<file path="config.mk">
export PLATFORM = sky130hd
export DESIGN_NAME = xtrig_core
export DESIGN_NICKNAME = d
export VERILOG_FILES = /design/src/rtl/xtrig_pkg.sv /design/src/rtl/xtrig_delay.sv /design/src/rtl/xtrig_core.sv
export VERILOG_INCLUDE_DIRS = /design/src /design/src/rtl
export SDC_FILE = /design/constraint.sdc
export NUM_CORES = 1
export LEC_CHECK = 0
export ABC_AREA = 1
export BUFFER_PORTS_ARGS = -buffer_cell sky130_fd_sc_hd__buf_2
export CORE_AREA = 2 2 39 41
export DETAILED_ROUTE_END_ITERATION = 10
export DIE_AREA = 0 0 41 43
export SYNTH_ARGS = -nofsm -noshare
export SYNTH_HDL_FRONTEND = slang
export SYNTH_SLANG_ARGS = --single-unit
</file>
<file path="constraint.sdc">
create_clock -name ref_clk_in -period 1 [get_ports ref_clk_in]
set_input_delay 0.3 -clock ref_clk_in [delete_from_list [all_inputs] [get_ports ref_clk_in]]
set_output_delay 0.3 -clock ref_clk_in [all_outputs]
set_load 0.005 [all_outputs]
</file>
<file path="src/rtl/xtrig_map.svh">
// constants and rule summary for the analyzer cross-trigger handshake
// Summary of operation
// - both sides' ports always exist; a cleared HAS_TRIG_IN or HAS_TRIG_OUT ties that side's inputs off, and a cleared HAS_TRIG_OUT also holds trigger-out low.
// - trigger-out request stays high until its acknowledge is seen high, then drops.
// - with acknowledge held low, trigger-out request stays high until re-arm clears it.
// - re-arm is accepted without any trigger-out acknowledge.
// - trigger-in acknowledge rises one cycle after the request is seen high.
// - trigger-out request rises nine cycles after trigger-in or internal trigger.
// - each acknowledge falls only after its request has been deasserted.
`ifndef XTRIG_MAP_SVH
`define XTRIG_MAP_SVH
`define XTRIG_OUT_DELAY 4'h9
`define XTRIG_PIPE_LEN 8
`endif

</file>
<file path="src/rtl/xtrig_pkg.sv">
// types for the analyzer cross-trigger handshake
package xtrig_pkg;
  typedef struct packed {
    logic req;
    logic ack;
  } hs_pair_t;
  typedef enum logic [1:0] {
    out_idle = 2'b00,
    out_wait = 2'b01,
    out_high = 2'b10,
    out_done = 2'b11
  } out_state_t;
endpackage

</file>
<file path="src/rtl/xtrig_delay.sv">
// fixed-length shift delay for the trigger event
`include "xtrig_map.svh"
module xtrig_delay
(
  input wire logic ref_clk_in,
  input wire logic rst_n_in,
  input wire logic event_in,
  output logic event_out
);
  logic [`XTRIG_PIPE_LEN-1:0] pipe;

  always_ff @(posedge ref_clk_in or negedge rst_n_in)
  begin
    if (!rst_n_in)
      pipe <= '0;
    else
      pipe <= {pipe[`XTRIG_PIPE_LEN-2:0], event_in};
  end

  assign event_out = pipe[`XTRIG_PIPE_LEN-1];
endmodule // xtrig_delay

</file>
<file path="src/rtl/xtrig_core.sv">
// cross-trigger handshake of the logic analyzer core
`include "xtrig_map.svh"
module xtrig_core
  import xtrig_pkg::*;
#(
  parameter bit HAS_TRIG_IN = 1'b1,
  parameter bit HAS_TRIG_OUT = 1'b1
)
(
  input wire logic ref_clk_in,
  input wire logic rst_n_in,
  input wire logic trig_in_in,
  input wire logic trig_out_ack_in,
  input wire logic cond_met_in,
  input wire logic rearm_in,
  output logic trig_in_ack_out,
  output logic trig_out_out,
  output logic trigger_event_out
);
  ////////////////////////////////////////////////////////////////////////////
  // trigger-in side: no synchronizer, the driver shares this clock
  logic trig_in;
  logic trig_in_prev;
  logic in_event;
  logic delayed_event;
  logic armed;
  out_state_t out_state;
  hs_pair_t out_hs;

  function automatic logic may_raise(input logic ev);
    may_raise = ev && HAS_TRIG_OUT;
  endfunction

  assign trig_in = HAS_TRIG_IN ? trig_in_in : 1'b0;

  always_ff @(posedge ref_clk_in or negedge rst_n_in)
  begin
    if (!rst_n_in)
      trig_in_prev <= 1'b0;
    else
      trig_in_prev <= trig_in;
  end

  // ack follows request by one cycle
  always_ff @(posedge ref_clk_in or negedge rst_n_in)
  begin
    if (!rst_n_in)
      trig_in_ack_out <= 1'b0;
    else
      trig_in_ack_out <= trig_in;
  end

  // rising request is a trigger event; one trigger per arm
  // edge detect, so a request held high through a re-arm is not taken twice
  assign in_event = armed & ((trig_in & ~trig_in_prev) | cond_met_in);

  always_ff @(posedge ref_clk_in or negedge rst_n_in)
  begin
    if (!rst_n_in)
      armed <= 1'b1;
    // a trigger on a re-arm cycle wins only while still armed; when disarmed the re-arm wins and the trigger is lost
    else if (in_event)
      armed <= 1'b0;
    else if (rearm_in)
      armed <= 1'b1;
  end

  always_ff @(posedge ref_clk_in or negedge rst_n_in)
  begin
    if (!rst_n_in)
      trigger_event_out <= 1'b0;
    else
      trigger_event_out <= in_event;
  end

  ////////////////////////////////////////////////////////////////////////////
  // trigger-out side: eight stages plus the output flop give nine cycles
  xtrig_delay u_delay
  (
    .ref_clk_in(ref_clk_in),
    .rst_n_in(rst_n_in),
    .event_in(in_event),
    .event_out(delayed_event)
  );

  // request and acknowledge travel together for the state machine and checks
  assign out_hs = '{req: trig_out_out, ack: HAS_TRIG_OUT ? trig_out_ack_in : 1'b0};

  always_ff @(posedge ref_clk_in or negedge rst_n_in)
  begin
    if (!rst_n_in)
    begin
      out_state <= out_idle;
      trig_out_out <= 1'b0;
    end
    else
    begin
      case (out_state)
        out_idle:
        begin
          if (may_raise(delayed_event))
          begin
            out_state <= out_high;
            trig_out_out <= 1'b1;
          end
        end
        out_high:
        begin
          if (out_hs.ack || rearm_in)
          begin
            out_state <= out_done;
            trig_out_out <= 1'b0;
          end
        end
        out_done:
        begin
          // an event already in flight may raise the request again after re-arm
          // waiting for ack low keeps one acknowledge from closing a request raised from idle; a raise here does not wait for ack low
          if (may_raise(delayed_event))
          begin
            out_state <= out_high;
            trig_out_out <= 1'b1;
          end
          else if (!out_hs.ack)
            out_state <= out_idle;
        end
        default:
        begin
          out_state <= out_idle;
          trig_out_out <= 1'b0;
        end
      endcase
    end
  end

  ////////////////////////////////////////////////////////////////////////////
  // checks: each one watches what this block drives

  AST_IN_ACK_RISE: assert property (@(posedge ref_clk_in) disable iff (!rst_n_in)
    $rose(trig_in) |=> trig_in_ack_out) else $error("trigger-in ack late");

  AST_IN_ACK_CAUSE: assert property (@(posedge ref_clk_in) disable iff (!rst_n_in)
    $rose(trig_in_ack_out) |-> $past(trig_in)) else $error("trigger-in ack without request");

  AST_IN_ACK_HOLD: assert property (@(posedge ref_clk_in) disable iff (!rst_n_in)
    trig_in ##1 trig_in |-> trig_in_ack_out) else $error("trigger-in ack dropped early");

  AST_IN_ACK_DROP: assert property (@(posedge ref_clk_in) disable iff (!rst_n_in)
    !trig_in |=> !trig_in_ack_out) else $error("trigger-in ack held after request low");

  AST_IN_ACK_FALL: assert property (@(posedge ref_clk_in) disable iff (!rst_n_in)
    $fell(trig_in_ack_out) |-> !$past(trig_in)) else $error("trigger-in ack fell with request high");

  AST_OUT_DELAY: assert property (@(posedge ref_clk_in) disable iff (!rst_n_in)
    in_event && out_state == out_idle && !rearm_in ##1 !rearm_in [*8] |=> trig_out_out)
    else $error("trigger-out not raised nine cycles after event");

  AST_OUT_NOT_EARLY: assert property (@(posedge ref_clk_in) disable iff (!rst_n_in)
    in_event && out_state == out_idle && !rearm_in ##1 !rearm_in [*7] |=> !trig_out_out)
    else $error("trigger-out raised before nine cycles");

  AST_OUT_FROM_PIPE: assert property (@(posedge ref_clk_in) disable iff (!rst_n_in)
    $rose(trig_out_out) |-> $past(delayed_event)) else $error("trigger-out raised without event");

  AST_OUT_HOLD: assert property (@(posedge ref_clk_in) disable iff (!rst_n_in)
    out_hs.req && !out_hs.ack && !rearm_in |=> out_hs.req) else $error("trigger-out dropped without ack");

  AST_OUT_STATE: assert property (@(posedge ref_clk_in) disable iff (!rst_n_in)
    out_hs.req |-> out_state == out_high) else $error("trigger-out high outside request state");

  AST_OUT_ACK_DROP: assert property (@(posedge ref_clk_in) disable iff (!rst_n_in)
    trig_out_out && out_hs.ack && !delayed_event |=> !trig_out_out) else $error("trigger-out held after ack");

  AST_OUT_DONE_WAIT: assert property (@(posedge ref_clk_in) disable iff (!rst_n_in)
    out_state == out_done && out_hs.ack && !delayed_event |=> out_state == out_done && !trig_out_out)
    else $error("trigger-out left done state with ack high");

  AST_OUT_REARM: assert property (@(posedge ref_clk_in) disable iff (!rst_n_in)
    trig_out_out && rearm_in && !delayed_event |=> !trig_out_out) else $error("re-arm did not clear trigger-out");

  AST_REARM_NO_ACK: assert property (@(posedge ref_clk_in) disable iff (!rst_n_in)
    rearm_in && !in_event |=> armed) else $error("re-arm refused");

  AST_EVENT_FROM_IN: assert property (@(posedge ref_clk_in) disable iff (!rst_n_in)
    armed && $rose(trig_in) |=> trigger_event_out) else $error("trigger-in not taken as event");

  AST_EVENT_FROM_COND: assert property (@(posedge ref_clk_in) disable iff (!rst_n_in)
    armed && cond_met_in |=> trigger_event_out) else $error("trigger condition not taken as event");

  AST_EVENT_ONCE: assert property (@(posedge ref_clk_in) disable iff (!rst_n_in)
    trigger_event_out |-> !armed) else $error("still armed after trigger event");

  AST_EVENT_PULSE: assert property (@(posedge ref_clk_in) disable iff (!rst_n_in)
    trigger_event_out |=> !trigger_event_out) else $error("trigger event longer than one cycle");

  AST_EVENT_REFUSED: assert property (@(posedge ref_clk_in) disable iff (!rst_n_in)
    !armed |=> !trigger_event_out) else $error("trigger event while disarmed");

  AST_IN_EVENT_EDGE: assert property (@(posedge ref_clk_in) disable iff (!rst_n_in)
    armed && trig_in && $past(trig_in) && !cond_met_in |=> !trigger_event_out)
    else $error("held trigger-in taken twice");
endmodule // xtrig_core

</file>
==> results.json <==
{
  "detailed_place_hpwl_um": 668,
  "die_height_um": 43,
  "synth_cell_types": 14,
  "timing.final.ws_setup_ps": -93.2,
  "syn-num-nets": 59,
  "hold-path-endpoint": "trig_in_ack_out",
  "asyncSetResetFlopFracSynth_pct": 100,
  "hold-path-cell-count": 1,
  "synth_area_leaders": "sky130_fd_sc_hd__dfrtp_1 (57%), sky130_fd_sc_hd__ha_1 (9.5%), sky130_fd_sc_hd__nand2_1 (5.7%)",
  "maxCapViolations": 0,
  "grt_first_pass_wirelength_um": 1570,
  "clk_latency_ps": 270,
  "fillCellCount": 133,
  "rsz_0062_raised_after_global_routing": "yes",
  "post_synth_inst_count": 49,
  "synth.most_common_cell": "sky130_fd_sc_hd__dfrtp_1",
  "leakage_nw": 0.357,
  "initial_antenna_violation_count": 0,
  "floorplan.rows": 14,
  "core_mm2": 0.00138,
  "timing.slew.headroom_pct": 81.6,
  "hold_path.startpoint": "trig_in_in",
  "critical-path-slowest-cell": "sky130_fd_sc_hd__dfrtp_1",
  "critical_path_buf_inv_count": 1,
  "worst-r2r-setup-slack_ps": -90,
  "antenna-diode-count": 0,
  "crit_path_start_kind": "register",
  "final_cells": 81,
  "syn_avg_cell_area_um2": 10.7,
  "drt-pass1-iter-count": 4,
  "worst-endpoint-arrival_ps": 1260,
  "post_route_cells_drive_above_1_share_pct": 47.7,
  "post-route-min-period_ps": 1090,
  "layout-area-overhead-vs-synth_pct": 31.7,
  "p_total_mw": 1.80,
  "timing.critical_path.slowest_cell_delay_ps": 420,
  "setup_viol": 6,
  "worst-path-max-fanout": 3,
  "reg_to_reg_critical_path_endpoint": "trig_out_out",
  "timing_worst_slew_pin_value_ps": 276,
  "core_util_final_pct": 50.0,
  "synth-warning-count": 0,
  "critPathKind": "register to register",
  "grt_start_max_net_pins": 14,
  "violations": "negative setup slack",
  "peakVddDrop_uv": 1270,
  "initial_utilization_pct": 38.0,
  "worst_path_dominant_cell_family": "flip-flops",
  "gpl.final_weighted_congestion": 0.767,
  "netlist.area_leader.share_pct": 57.1,
  "final.setup_skew_ps": 1.24,
  "max_freq_mhz": 915,
  "number_of_design_rule_violations_left_after_detail_routing": 0,
  "post_cts.repair.setup_buffers": 0,
  "htreeDepth": 1,
  "critical_path_endpoint_category": "register",
  "cts_buffer_depth": 2,
  "dp_slack_ps": -84.5,
  "synth.ff_latch_count": 13,
  "numPlacedInstances": 76,
  "worst-r2r-cell-count": 5,
  "detail_route.wl_per_cell_um": 11.0,
  "iteration_0_drc_markers": 3,
  "final_net_count": 76,
  "reg2reg_launch_point": "out_state[0]",
  "vias": 369,
  "synth_edf_count": 0,
  "grt_pass1_vias": 391,
  "cts.sink_count": 13,
  "synth_area_um2": 526,
  "final_antenna_net_count": 0,
  "timing.critical_path.cells": "inv_2 > ha_4 > nand2_2 > a21oi_1 > nor2_1",
  "seq_area_frac_synth_pct": 62.1,
  "cts_tree": "built",
  "grt_remaining_overflow": 0,
  "power_density_mw_per_mm2": 2600,
  "synth_top_flop_cell": "sky130_fd_sc_hd__dfrtp_1",
  "totalWireLength_um": 890,
  "i_o_pin_count": 9,
  "grt_usage_pct": 14.1,
  "final_max_slew_viol_count": 0,
  "die_area_mm2": 0.00176,
  "via_per_inst": 4.56,
  "worstPathRequired_ps": 1170,
  "clockRootBuffer": "sky130_fd_sc_hd__clkbuf_4",
  "worst_hold_path_type": "input port to register",
  "netlist.top_cell.by_area": "sky130_fd_sc_hd__dfrtp_1",
  "outcome": "finished with violations",
  "hold_viol_final": 0,
  "timing.final.crit_share_pct": 109,
  "placement.io_buffers": 8,
  "chipWidth_um": 41,
  "number_of_buffers_created_by_cts": 3,
  "leading_post_synthesis_cells_by_instance_count": "sky130_fd_sc_hd__dfrtp_1 (12), sky130_fd_sc_hd__nand2_1 (8), sky130_fd_sc_hd__inv_1 (6), sky130_fd_sc_hd__nor2_1 (6), sky130_fd_sc_hd__ha_1 (4)",
  "clkSlewWorstSetupHoldPaths_ps": 80
}
==> layout make-up <==
| cell class | instances | area [um^2] | share of cell area [%] |
|---|---|---|---|
| Timing Repair Buffer | 12 | 72.6 | 10.5 |
| Clock buffer | 3 | 22.5 | 3.25 |
| Inverter | 7 | 26.3 | 3.80 |
| Sequential cell | 13 | 328 | 47.4 |
| Multi-Input combinational cell | 29 | 218 | 31.5 |
| Tap cell | 16 | 20.0 | 2.89 |
| Clock inverter | 1 | 5.00 | 0.723 |
==> through the flow <==
stage	hold slack, ps	setup TNS [ps]	area [um^2]
6_report	145	-481	692
5_1_grt	136	-758	692
4_1_cts	135	-579	674
3_5_place_dp	195	-245	634
3_3_place_gp	197	-227	634
2_1_floorplan	4.41	-66.3	552
==> worst max path at each step <==
stage	startpoint	endpoint	slack (ps)	cells after the start
floorplan	out_state[0]	out_state[1]	-40	7
global placement	out_state[0]	out_state[1]	-100	7
detailed placement	out_state[0]	out_state[1]	-80	7
CTS	out_state[0]	trig_out_out	-110	6
global route	out_state[0]	trig_out_out	-150	5
finish	out_state[0]	trig_out_out	-90	5
==> worst reg2reg max path: stages, from the launching register on <==
cell and delay (ps):
sky130_fd_sc_hd__dfrtp_1 420, sky130_fd_sc_hd__inv_2 120, sky130_fd_sc_hd__ha_4 170, sky130_fd_sc_hd__nand2_2 80, sky130_fd_sc_hd__a21oi_1 140, sky130_fd_sc_hd__nor2_1 60
==> where the power goes <==
part	internal, mW	leakage, nW	total (mW)	switching [mW]
registers	0.658	0.159	0.754	0.0962
logic	0.351	0.180	0.726	0.375
clock network	0.148	0.0177	0.316	0.168
==> repair_timing <==
item | CTS | global route
resized for setup | 1 | 4
setup endpoints to repair | 6 | 6
hold buffers | 1 | 0
hold endpoints to repair | 12 | 0
==> logic make-up (layout without fill, tap and decap cells) <==
family                     after synthesis  count (layout)  share of synthesized area [%]
buffers and inverters                    7              23                           5.00
AOI/OAI and AO/OA                        4               4                           4.52
adders and majority gates                4               4                           9.52
DFF                                     13              13                           62.1
and+or+nand+nor                         21              21                           18.8
==> registers in the layout, indices dropped and copies added, names as in the netlist <==
name,cells
trig_in_ack_out,1
armed,1
u_delay.pipe,8
trig_out_out,1
out_state,2
==> metal layers <==
layer | up-vias | track usage (%) | routed length [um] | share of wire (%)
li1 | 187 | - | - | -
met1 | 170 | 16.0 | 394 | 44
met2 | 10 | 20.9 | 428 | 48
met3 | 2 | 9.42 | 59 | 6.6
met4 | 0 | 4.00 | 8 | 0.90
met5 | - | 0 | 0 | 0
==> cell usage in the layout, fill, tap and decap left out <==
cell type	Yosys	routed
sky130_fd_sc_hd__ha_4	0	2
sky130_fd_sc_hd__inv_1	6	4
sky130_fd_sc_hd__a21oi_1	3	3
sky130_fd_sc_hd__buf_4	0	3
sky130_fd_sc_hd__clkinv_2	0	1
sky130_fd_sc_hd__buf_2	0	8
sky130_fd_sc_hd__dlygate4sd3_1	0	1
sky130_fd_sc_hd__nor2_2	2	1
sky130_fd_sc_hd__nor2_4	0	1
sky130_fd_sc_hd__ha_2	0	1
sky130_fd_sc_hd__nor2_1	6	6
sky130_fd_sc_hd__ha_1	4	1
sky130_fd_sc_hd__nand2_1	8	7
sky130_fd_sc_hd__inv_2	1	3
sky130_fd_sc_hd__nand2_2	2	2
sky130_fd_sc_hd__dfrtp_2	0	1
sky130_fd_sc_hd__dfstp_2	1	1
sky130_fd_sc_hd__nand2_4	0	1
sky130_fd_sc_hd__nand4_1	1	1
sky130_fd_sc_hd__nand3_2	1	2
sky130_fd_sc_hd__dfrtp_1	12	11
sky130_fd_sc_hd__clkbuf_4	0	3
sky130_fd_sc_hd__a21oi_2	1	1
No activity file was read; power rests on OpenSTA's default activity.
